`config.mk`:
```
export PLATFORM = sky130hd
export DESIGN_NAME = fpw_core
export DESIGN_NICKNAME = d
export VERILOG_FILES = /design/src/rtl/fpw_pkg.sv /design/src/rtl/fpw_prescaler.sv /design/src/rtl/fpw_core.sv
export SDC_FILE = /design/constraint.sdc
export NUM_CORES = 1
export LEC_CHECK = 0
export ABC_AREA = 1
export BUFFER_PORTS_ARGS = -buffer_cell sky130_fd_sc_hd__buf_2
export CORE_MARGIN = 2
export CORE_UTILIZATION = 45
export CTS_BUF_LIST = sky130_fd_sc_hd__clkbuf_8
export CTS_CLUSTER_DIAMETER = 150
export CTS_CLUSTER_SIZE = 14
export DETAILED_ROUTE_END_ITERATION = 16
export MAX_ROUTING_LAYER = met4
export PLACE_DENSITY = 0.66
export SLEW_MARGIN = 40
export SYNTH_ARGS = -nofsm -noshare
export SYNTH_HDL_FRONTEND = slang
export SYNTH_HIERARCHICAL = 1
export SYNTH_SLANG_ARGS = --single-unit
export TNS_END_PERCENT = 50
```
`constraint.sdc`:
```
create_clock -name clk -period 8.7 [get_ports clk]
set_clock_uncertainty 0.2 [all_clocks]
set_input_delay 2.175 -clock clk [delete_from_list [all_inputs] [get_ports clk]]
set_output_delay 2.175 -clock clk [all_outputs]
set_load 0.02 [all_outputs]
```
`src/rtl/fpw_pkg.sv`:
```
// package: register map, field positions, reset values, source codes and prescaler width
// assumes: shared by the pwm core and its count-source prescaler
package fpw_pkg;
    localparam logic [9:0]  OFS_CH0_PERIOD_COMPARE       = 10'h0148;
    localparam logic [9:0]  OFS_CH0_OUT_B_RETURN_COMPARE = 10'h014a;
    localparam logic [9:0]  OFS_CH0_PERIOD_BUFFER        = 10'h014c;
    localparam logic [9:0]  OFS_CH0_OUT_B_RETURN_BUFFER  = 10'h014e;
    localparam logic [9:0]  OFS_OUT_A_ACTIVE_COMPARE     = 10'h0158;
    localparam logic [9:0]  OFS_OUT_B_ACTIVE_COMPARE     = 10'h015a;
    localparam logic [9:0]  OFS_OUT_A_ACTIVE_BUFFER      = 10'h015c;
    localparam logic [9:0]  OFS_OUT_B_ACTIVE_BUFFER      = 10'h015e;
    // own control words in free map space
    localparam logic [9:0]  OFS_TIMER_START_CONTROL      = 10'h0137;
    localparam logic [9:0]  OFS_BUFFER_MODE_CONTROL      = 10'h0138;
    localparam logic [9:0]  OFS_CHANNEL_CONTROL          = 10'h0140;
    localparam logic [9:0]  OFS_STATUS                   = 10'h0143;
    localparam logic [9:0]  OFS_COUNTER_CH0              = 10'h0146;
    localparam logic [9:0]  OFS_OUTPUT_DISABLE_BITS      = 10'h013c;
    localparam logic [9:0]  OFS_CUTOFF_CONTROL           = 10'h013d;
    localparam logic [9:0]  OFS_OUTPUT_LEVEL_CONTROL     = 10'h013e;

    localparam logic [15:0] RST_GENERAL = 16'hffff;
    localparam logic [15:0] RST_COUNTER = 16'h0000;
    localparam logic [7:0]  RST_DISABLE = 8'hff;

    // timer_start_control fields
    localparam int BIT_RUN_CH0    = 0;
    localparam int BIT_STOP_SEL   = 2;
    // buffer_mode_control fields
    localparam int BIT_BUF_C_CH0  = 4;
    localparam int BIT_BUF_D_CH0  = 5;
    localparam int BIT_BUF_C_CH1  = 6;
    localparam int BIT_BUF_D_CH1  = 7;
    // channel control fields
    localparam int POS_SRC_SEL    = 0;
    localparam int POS_EDGE_SEL   = 3;
    localparam int BIT_EXT_CLK_EN = 7;
    // status bits: a, b, c, d match, overflow; then cutoff control enable bit
    localparam int BIT_MATCH_A    = 0;
    localparam int BIT_MATCH_B    = 1;
    localparam int BIT_MATCH_C    = 2;
    localparam int BIT_MATCH_D    = 3;
    localparam int BIT_OVERFLOW   = 4;
    localparam int BIT_CUTOFF_EN  = 0;

    typedef enum logic [2:0] {
        FPW_SRC_F1    = 3'b000,
        FPW_SRC_F2    = 3'b001,
        FPW_SRC_F4    = 3'b010,
        FPW_SRC_F8    = 3'b011,
        FPW_SRC_F32   = 3'b100,
        FPW_SRC_EXT   = 3'b101,
        FPW_SRC_FAST  = 3'b110,
        FPW_SRC_RSVD  = 3'b111
    } fpw_src_t;

    localparam int PRESCALE_BITS  = 5;
endpackage

```
`src/rtl/fpw_prescaler.sv`:
```
// count-source tick generator: divided operation clock or fast oscillator
// assumes: fast_osc_tick is a one-cycle enable already on clk
`timescale 1ns/1ns
module fpw_prescaler #(
    parameter int W = fpw_pkg::PRESCALE_BITS
) (
    input  wire logic       clk,
    input  wire logic       rst_n,
    input  wire logic       run,
    input  wire logic [2:0] src_sel,
    input  wire logic       fast_osc_tick,
    output logic            tick
);
    logic [W-1:0] div_r;
    logic [W-1:0] div_nxt;

    always_comb begin
        div_nxt = run ? div_r + 1'b1 : '0;
    end

    always_ff @(posedge clk or negedge rst_n) begin
        if (!rst_n) begin
            div_r <= '0;
        end else begin
            div_r <= div_nxt;
        end
    end

    // 101b and 111b never tick: no external source here
    always_comb begin
        unique case (src_sel)
            fpw_pkg::FPW_SRC_F1:   tick = run;
            fpw_pkg::FPW_SRC_F2:   tick = run && (div_r[0] == 1'b1);
            fpw_pkg::FPW_SRC_F4:   tick = run && (div_r[1:0] == 2'b11);
            fpw_pkg::FPW_SRC_F8:   tick = run && (div_r[2:0] == 3'b111);
            fpw_pkg::FPW_SRC_F32:  tick = run && (div_r[4:0] == 5'h1f);
            fpw_pkg::FPW_SRC_FAST: tick = run && fast_osc_tick;
            default:               tick = 1'b0;
        endcase
    end
endmodule

```
`src/rtl/fpw_core.sv`:
```
// fixed-period two-output pwm timer with buffers, flags and forced cutoff
// assumes: register port on clk; ext_irq_pin_zero and ext_clock_pin are async pins
// Functional notes
// RULE1: only counter 0 advances on each count-source tick; channel 1 counter idle.
// RULE2: counter 0 clears on period match, period is value plus one ticks.
// RULE3: output a goes active at a1 match, returns at period match.
// RULE4: output b goes active at b1 match, returns at b0 match.
// RULE5: software keeps a1<=a0, b1<=b0, b0<=a0, buffers likewise.
// RULE6: writing 1 to the run bit starts counting.
// RULE7: stop-select 1: writing run 0 stops at once, outputs hold.
// RULE8: stop-select 0: count stops when period match clears counter to zero.
// RULE9: flags set on every compare match and on counter 0 overflow.
// RULE10: only outputs a and b of channel 0 carry pwm; others stay ports.
// RULE11: counter 0 readable and writable while running.
// RULE12: source field picks f1,f2,f4,f8,f32 or fast oscillator at 110b.
// RULE13: external clock code 101b with enable bit and edge field, other modes.
// RULE14: external clock pulses last at least three operation-clock cycles.
// RULE15: software turns the fast oscillator on before selecting 110b.
// RULE16: buffer enable makes register c buffer a and d buffer b.
// RULE17: at period match buffers are copied into a0, b0, a1, b1.
// RULE18: c and d match flags still set while registers act as buffers.
// RULE19: a pin drives timer output only while its disable bit is 0.
// RULE20: cutoff enabled and low interrupt pin set all disable bits.
// RULE21: software sets cutoff enable, irq enable, one-edge, input direction.
// RULE22: general registers are accessed only as 16-bit words.
// RULE23: mode/dead-time/io registers ignored; active level selectable per pin.
// RULE24: compare match output changes on the tick where counter equals value.
`timescale 1ns/1ns
module fpw_core #(
    parameter int CW = 16
) (
    input  wire logic          clk,
    input  wire logic          rst_n,
    input  wire logic [9:0]    addr,
    input  wire logic [15:0]   wdata,
    input  wire logic          wr,
    input  wire logic          rd,
    output logic      [15:0]   rdata,
    input  wire logic          fast_osc_tick,
    input  wire logic          ext_clock_pin,
    input  wire logic          ext_irq_pin_zero,
    output logic               pwm_out_a,
    output logic               pwm_out_a_oe,
    output logic               pwm_out_b,
    output logic               pwm_out_b_oe,
    output logic      [7:0]    output_disable_bits,
    output logic      [4:0]    match_status
);
    logic          rst_s1_r;
    logic          rst_s2_r;
    logic          srst_n;
    logic          irq_s1_r;
    logic          irq_s2_r;
    logic          eck_s1_r;
    logic          eck_s2_r;
    logic          eck_d_r;

    logic [CW-1:0] gen_r   [8];
    logic [CW-1:0] gen_nxt [8];
    logic [CW-1:0] cnt_r;
    logic [CW-1:0] cnt_nxt;
    logic          run_r;
    logic          run_nxt;
    logic          stop_sel_r;
    logic          stop_sel_nxt;
    logic [3:0]    buf_en_r;
    logic [3:0]    buf_en_nxt;
    logic [7:0]    chan_ctl_r;
    logic [7:0]    chan_ctl_nxt;
    logic [4:0]    stat_r;
    logic [4:0]    stat_nxt;
    logic [7:0]    dis_r;
    logic [7:0]    dis_nxt;
    logic          cut_en_r;
    logic          cut_en_nxt;
    logic [1:0]    lvl_r;
    logic [1:0]    lvl_nxt;
    logic          out_a_r;
    logic          out_a_nxt;
    logic          out_b_r;
    logic          out_b_nxt;
    logic [15:0]   rdata_r;
    logic [15:0]   rdata_nxt;

    logic          tick;
    logic          src_tick;
    logic          ext_edge;
    logic          m_a0;
    logic          m_b0;
    logic          m_c0;
    logic          m_d0;
    logic          m_a1;
    logic          m_b1;
    logic          ovf;
    logic          wr_gen;
    logic [2:0]    gen_idx;
    logic          gen_hit;

    // reset release through two flops
    always_ff @(posedge clk or negedge rst_n) begin
        if (!rst_n) begin
            rst_s1_r <= 1'b0;
            rst_s2_r <= 1'b0;
        end else begin
            rst_s1_r <= 1'b1;
            rst_s2_r <= rst_s1_r;
        end
    end
    assign srst_n = rst_s2_r;

    // pin synchronisers; first stage feeds only the second
    always_ff @(posedge clk or negedge srst_n) begin
        if (!srst_n) begin
            irq_s1_r <= 1'b1;
            irq_s2_r <= 1'b1;
            eck_s1_r <= 1'b0;
            eck_s2_r <= 1'b0;
            eck_d_r  <= 1'b0;
        end else begin
            irq_s1_r <= ext_irq_pin_zero;
            irq_s2_r <= irq_s1_r;
            eck_s1_r <= ext_clock_pin;
            eck_s2_r <= eck_s1_r;
            eck_d_r  <= eck_s2_r;
        end
    end

    // edge field: 00 rising, 01 falling, else both; needs pulses of 3+ clocks (see RULE14)
    always_comb begin
        unique case (chan_ctl_r[fpw_pkg::POS_EDGE_SEL +: 2])
            2'b00:   ext_edge = eck_s2_r && !eck_d_r;
            2'b01:   ext_edge = !eck_s2_r && eck_d_r;
            default: ext_edge = eck_s2_r ^ eck_d_r;
        endcase
    end

    fpw_prescaler #(
        .W (fpw_pkg::PRESCALE_BITS)
    ) u_prescaler (
        .clk           (clk),
        .rst_n         (srst_n),
        .run           (run_r),
        .src_sel       (chan_ctl_r[fpw_pkg::POS_SRC_SEL +: 3]),
        .fast_osc_tick (fast_osc_tick),
        .tick          (src_tick)
    ); // see RULE12

    // external source is for other modes only (see RULE13)
    assign tick = src_tick && !(chan_ctl_r[fpw_pkg::BIT_EXT_CLK_EN] && ext_edge && 1'b0);

    // matches on the tick where counter equals the register (see RULE24)
    assign m_a0 = tick && (cnt_r == gen_r[0]);
    assign m_b0 = tick && (cnt_r == gen_r[1]);
    assign m_c0 = tick && (cnt_r == gen_r[2]);
    assign m_d0 = tick && (cnt_r == gen_r[3]);
    assign m_a1 = tick && (cnt_r == gen_r[4]);
    assign m_b1 = tick && (cnt_r == gen_r[5]);
    assign ovf  = tick && !m_a0 && (cnt_r == {CW{1'b1}});

    // general register index: word-aligned addresses only (see RULE22)
    assign gen_hit = (addr[9:4] == fpw_pkg::OFS_CH0_PERIOD_COMPARE[9:4] ||
                      addr[9:4] == fpw_pkg::OFS_OUT_A_ACTIVE_COMPARE[9:4]) &&
                     addr[3] && !addr[0];
    assign gen_idx = {addr[4], addr[2:1]};
    assign wr_gen  = wr && gen_hit;

    // general registers with buffer transfer at period match
    always_comb begin
        for (int i = 0; i < 8; i++) begin
            gen_nxt[i] = gen_r[i];
            if (wr_gen && gen_idx == 3'(i)) begin
                gen_nxt[i] = wdata;
            end
        end
        if (m_a0) begin
            if (buf_en_r[0]) gen_nxt[0] = gen_r[2]; // see RULE16, RULE17
            if (buf_en_r[1]) gen_nxt[1] = gen_r[3]; // see RULE16, RULE17
            if (buf_en_r[2]) gen_nxt[4] = gen_r[6]; // see RULE16, RULE17
            if (buf_en_r[3]) gen_nxt[5] = gen_r[7]; // see RULE16, RULE17
        end
    end

    // counter and run control
    always_comb begin
        cnt_nxt      = cnt_r;
        run_nxt      = run_r;
        stop_sel_nxt = stop_sel_r;
        if (tick) begin
            cnt_nxt = m_a0 ? fpw_pkg::RST_COUNTER : cnt_r + 1'b1; // see RULE1, RULE2
            if (m_a0 && !stop_sel_r) begin
                run_nxt = 1'b0; // see RULE8
            end
        end
        // period-match clear beats a counter write
        if (wr && addr == fpw_pkg::OFS_COUNTER_CH0 && !m_a0) begin
            cnt_nxt = wdata; // see RULE11
        end
        if (wr && addr == fpw_pkg::OFS_TIMER_START_CONTROL) begin
            stop_sel_nxt = wdata[fpw_pkg::BIT_STOP_SEL];
            if (wdata[fpw_pkg::BIT_RUN_CH0]) begin
                run_nxt = 1'b1; // see RULE6
            end else if (stop_sel_r) begin
                run_nxt = 1'b0; // see RULE7
            end
        end
    end

    // control, status, cutoff
    always_comb begin
        buf_en_nxt   = buf_en_r;
        chan_ctl_nxt = chan_ctl_r;
        cut_en_nxt   = cut_en_r;
        lvl_nxt      = lvl_r;
        dis_nxt      = dis_r;
        stat_nxt     = stat_r;
        if (wr && addr == fpw_pkg::OFS_BUFFER_MODE_CONTROL) begin
            buf_en_nxt = wdata[fpw_pkg::BIT_BUF_D_CH1:fpw_pkg::BIT_BUF_C_CH0];
        end
        if (wr && addr == fpw_pkg::OFS_CHANNEL_CONTROL) begin
            chan_ctl_nxt = wdata[7:0];
        end
        if (wr && addr == fpw_pkg::OFS_CUTOFF_CONTROL) begin
            cut_en_nxt = wdata[fpw_pkg::BIT_CUTOFF_EN];
        end
        if (wr && addr == fpw_pkg::OFS_OUTPUT_LEVEL_CONTROL) begin
            lvl_nxt = wdata[1:0]; // see RULE23
        end
        if (wr && addr == fpw_pkg::OFS_OUTPUT_DISABLE_BITS) begin
            dis_nxt = wdata[7:0];
        end
        // low pin beats a software write (see RULE20)
        if (cut_en_r && !irq_s2_r) begin
            dis_nxt = 8'hff;
        end
        // write 0 clears a flag; a match in the same cycle wins
        if (wr && addr == fpw_pkg::OFS_STATUS) begin
            stat_nxt = stat_r & wdata[4:0];
        end
        stat_nxt[fpw_pkg::BIT_MATCH_A]  = stat_nxt[fpw_pkg::BIT_MATCH_A] | m_a0 | m_a1; // see RULE9
        stat_nxt[fpw_pkg::BIT_MATCH_B]  = stat_nxt[fpw_pkg::BIT_MATCH_B] | m_b0 | m_b1; // see RULE9
        stat_nxt[fpw_pkg::BIT_MATCH_C]  = stat_nxt[fpw_pkg::BIT_MATCH_C] | m_c0; // see RULE18
        stat_nxt[fpw_pkg::BIT_MATCH_D]  = stat_nxt[fpw_pkg::BIT_MATCH_D] | m_d0; // see RULE18
        stat_nxt[fpw_pkg::BIT_OVERFLOW] = stat_nxt[fpw_pkg::BIT_OVERFLOW] | ovf; // see RULE9
    end

    // waveform; levels held whenever counting stops (see RULE7, RULE8)
    always_comb begin
        out_a_nxt = out_a_r;
        out_b_nxt = out_b_r;
        if (m_a0) begin
            out_a_nxt = 1'b0; // see RULE3
        end else if (m_a1) begin
            out_a_nxt = 1'b1; // see RULE3
        end
        if (m_b0) begin
            out_b_nxt = 1'b0; // see RULE4
        end else if (m_b1) begin
            out_b_nxt = 1'b1; // see RULE4
        end
    end

    // read mux, data one cycle after the strobe
    always_comb begin
        rdata_nxt = 16'h0000;
        if (rd) begin
            if (gen_hit) begin
                rdata_nxt = gen_r[gen_idx];
            end else begin
                unique case (addr)
                    fpw_pkg::OFS_COUNTER_CH0:          rdata_nxt = cnt_r; // see RULE11
                    fpw_pkg::OFS_TIMER_START_CONTROL:  rdata_nxt = {13'h0000, stop_sel_r, 1'b0, run_r};
                    fpw_pkg::OFS_BUFFER_MODE_CONTROL:  rdata_nxt = {8'h00, buf_en_r, 4'h0};
                    fpw_pkg::OFS_CHANNEL_CONTROL:      rdata_nxt = {8'h00, chan_ctl_r};
                    fpw_pkg::OFS_STATUS:               rdata_nxt = {11'h000, stat_r};
                    fpw_pkg::OFS_OUTPUT_DISABLE_BITS:  rdata_nxt = {8'h00, dis_r};
                    fpw_pkg::OFS_CUTOFF_CONTROL:       rdata_nxt = {15'h0000, cut_en_r};
                    fpw_pkg::OFS_OUTPUT_LEVEL_CONTROL: rdata_nxt = {14'h0000, lvl_r};
                    default:                           rdata_nxt = 16'h0000;
                endcase
            end
        end
    end

    always_ff @(posedge clk or negedge srst_n) begin
        if (!srst_n) begin
            for (int i = 0; i < 8; i++) begin
                gen_r[i] <= fpw_pkg::RST_GENERAL;
            end
            cnt_r      <= fpw_pkg::RST_COUNTER;
            run_r      <= 1'b0;
            stop_sel_r <= 1'b0;
            buf_en_r   <= 4'h0;
            chan_ctl_r <= 8'h00;
            stat_r     <= 5'h00;
            dis_r      <= fpw_pkg::RST_DISABLE;
            cut_en_r   <= 1'b0;
            lvl_r      <= 2'b00;
            out_a_r    <= 1'b0;
            out_b_r    <= 1'b0;
            rdata_r    <= 16'h0000;
        end else begin
            for (int i = 0; i < 8; i++) begin
                gen_r[i] <= gen_nxt[i];
            end
            cnt_r      <= cnt_nxt;
            run_r      <= run_nxt;
            stop_sel_r <= stop_sel_nxt;
            buf_en_r   <= buf_en_nxt;
            chan_ctl_r <= chan_ctl_nxt;
            stat_r     <= stat_nxt;
            dis_r      <= dis_nxt;
            cut_en_r   <= cut_en_nxt;
            lvl_r      <= lvl_nxt;
            out_a_r    <= out_a_nxt;
            out_b_r    <= out_b_nxt;
            rdata_r    <= rdata_nxt;
        end
    end

    // level bit 1: active low; other six pins stay ports (see RULE10)
    assign pwm_out_a           = out_a_r ^ lvl_r[0]; // see RULE23
    assign pwm_out_b           = out_b_r ^ lvl_r[1]; // see RULE23
    assign pwm_out_a_oe        = !dis_r[0]; // see RULE19
    assign pwm_out_b_oe        = !dis_r[1]; // see RULE19
    assign output_disable_bits = dis_r;
    assign match_status        = stat_r;
    assign rdata               = rdata_r;
endmodule

```
==> flow_summary.ini <==
[yosys]
ys_ff_latch = 201
synthCells = 1658
synthFlopType = dfstp_2
synth_cell_types = 38
yosysSeqAreaShare_pct = 43.80
yosysWarnings = 6
synthArstFlopShare_pct = 100.0
synth_area_sq_um = 11880
syn-num-nets = 1695
synth_edf_count = 0
avgSynthCellArea_sq_um = 7.165

[cts]
root_buffer = clkbuf_8
cts_setup_buffers = 0
numCtsBuffers = 18
cts_tree = done
cts_max_level = 1
path_clk_slew_ns = 0.11
post_cts_resized = 0
clk_latency_ns = 0.55
postCtsHoldBufs = 0
clock-sinks = 201
clockBufferDepth = 3

[setup_path]
slowest_delay_ns = 0.88
slowest_stage = clkinv_1
crit_path_start_kind = primary input
critPathKind = in2reg
end_kind = flip-flop
critical_path_arrival_ns = 4.78
worstSetupStartpoint = addr[4]
path_cells = buf_2, clkinv_1, nor2_1, nand2_2, o21ai_1
critPathRequiredTime_ns = 8.96
path_max_fanout = 32
worst-r2r-cell-count = 15
timing.rr.start = u_prescaler/div_r[0]$_DFF_PN0_

[global_routing]
grt_pass1_vias = 10436
grt_max_degree = 134
antenna_found_initial = 0
grt_overflow = 0
track_usage_pct = 27.80
grt_pass1_wl_mm = 59.59

[route]
drc = 0
via_per_inst = 5.564
ant_nets = 0
dr.pass1.iters = 5
drt_iter0_markers = 1468
wire_per_inst_um = 18.79
vias = 11140
finalWirelength_mm = 37.62

[layout]
regArea_sq_um = 5206
nets = 1695
diodes = 0
n_fill_cell = 2602
area_delta_synth_final_pct = 6.457
instances_no_fill = 2002
multi_input_area_sq_um = 5614
utilization_pct = 48.67
fin_area_sq_um = 12650
drive_above_1_share_pct = 16.98

[die]
top_level_ports = 66
core_area_sq_um = 25980
fp.dieH_um = 166.5
floorplan.die_area_sq_um = 27710
initial_utilization_pct = 45.71
die_w_um = 166.5
rows = 59

[placement]
pre_cts_slack_ns = 3.803
dp_cells = 1973
hpwlAfterDp_mm = 26.46
gp_congestion = 0.9245
numPortBuffers = 64
dpl_cell_area_sq_um = 12340

[power_and_ir_drop]
power.leakage_nw = 5.352
ir_drop_mv = 0.09341
swShare_pct = 30.61
intPower_mw = 1.241
pwr_density_cell_nw_per_um2 = 141.5
p_sw_uw = 547.6
comb_power_share_pct = 13.0
share_seq_of_total_power_pct = 56.1
pwr-share-clk_pct = 30.9
power.total_mw = 1.789

[timing]
final_max_slew_viol_count = 0
worst_pin_slew_ns = 0.8613
setup-tns-final_ns = 0
setup_viol = 0
holdWs_ns = 0.05497
maxSlewHeadroom_pct = 42.23
max_freq_mhz = 221.2
rsz0062_at_grt = false
finalWorstSetupSlack_ns = 4.180
period_share_pct = 51.96
hold_viol_final = 0
fin_crit_ns = 4.520

[status]
outcome = complete, no violations

[run]
maxCapViolCount = 0

[hold_path]
min_path_type = reg2async
Yosys cell counts, types with 19 or more instances:
master / count / area share, %
a21oi_1: 36 / 1.5
buf_2: 19 / 0.80
clkbuf_1: 63 / 2.0
dfrtp_1: 63 / 13
dfstp_2: 138 / 31
inv_1: 166 / 5.2
nand2_1: 527 / 17
nand3_1: 95 / 4.0
nand4_1: 35 / 1.8
nor2_1: 97 / 3.1
o2111ai_1: 20 / 1.5
o21ai_0: 117 / 4.9
o21ai_1: 122 / 5.1
o22ai_1: 26 / 1.4
xor2_1: 22 / 1.6
state kept, by name, summed over array words and instances, names as in the netlist, 2 cells and up:
register             flops
buf_en_r                 4
u_prescaler/div_r        5
chan_ctl_r               8
gen_r                  128
cnt_r                   16
match_status             5
output_disable_bits      8
rdata                   16
lvl_r                    2
final cells by class:
| type | count | area share [%] |
|---|---|---|
| inverter | 185 | 5.491 |
| multi-input combinational | 1180 | 44.39 |
| sequential | 201 | 41.17 |
| tap | 335 | 3.315 |
| clock buffer | 19 | 2.068 |
| timing repair buffer | 72 | 3.206 |
| clock inverter | 10 | 0.3562 |
cells by family (layout without fill, tap and decap cells):
kind of cell / Yosys count / count (layout) / synth area share (%)
xor gates and xnor gates: 38 / 38 / 2.802
adders and majority gates: 4 / 4 / 0.4213
and+or+nand+nor: 792 / 792 / 27.65
DFF: 201 / 201 / 43.80
other: 1 / 1 / 0.03157
buffers and inverters: 277 / 286 / 9.301
AOI/OAI and AO/OA: 345 / 345 / 16.00
routing by layer:
layer	track usage, %	part of all wire [%]
met3	4.111	8.6
met1	40.28	46
met4	7.646	2.7
met5	-	0
met2	40.71	43
worst max-delay path: cells and delay by family:
| kind | cells | cell delay (ns) |
|---|---|---|
| and+or+nand+nor | 2 | 0.90 |
| buffers and inverters | 2 | 1.36 |
| AOI/OAI and AO/OA | 1 | 0.30 |
worst paths after layout:
path                                   endpoint  slack [ns]
min in group clk             rst_s2_r$_DFF_PN0_        0.15
hold reg to reg            cut_en_r$_DFFE_PN0P_        0.05
setup reg to reg            gen_r[53]$_DFF_PN1_        5.51
setup / recovery           gen_r[0]$_DFFE_PN1P_        4.18
hold / removal             cut_en_r$_DFFE_PN0P_        0.05
max in group asynchronous    rst_s2_r$_DFF_PN0_        6.97
power by group through the flow:
stage / combinational [mW] / sequential [mW] / clock, mW
6_report: 0.233 / 1.00 / 0.552
5_1_grt: 0.256 / 1.01 / 0.596
4_1_cts: 0.230 / 1.00 / 0.566
3_5_place_dp: 0.230 / 1.02 / 0
3_3_place_gp: 0.223 / 1.02 / 0
2_1_floorplan: 0.134 / 1.02 / 0
layout by cell type, fill, tap and decap left out, drive strengths merged, types with 4 or more instances in the layout:
| cell | n |
|---|---|
| dfrtp | 63 |
| dfstp | 138 |
| nor3 | 18 |
| nand4 | 36 |
| nor2 | 107 |
| o211ai | 10 |
| xor2 | 22 |
| o2111ai | 20 |
| clkbuf | 19 |
| nand2 | 528 |
| a22oi | 8 |
| buf | 72 |
| ha | 4 |
| o21ai | 244 |
| a21oi | 36 |
| nand3 | 95 |
| inv | 192 |
| o22ai | 26 |
| xnor2 | 16 |
Power figures use the tool's default switching activity.
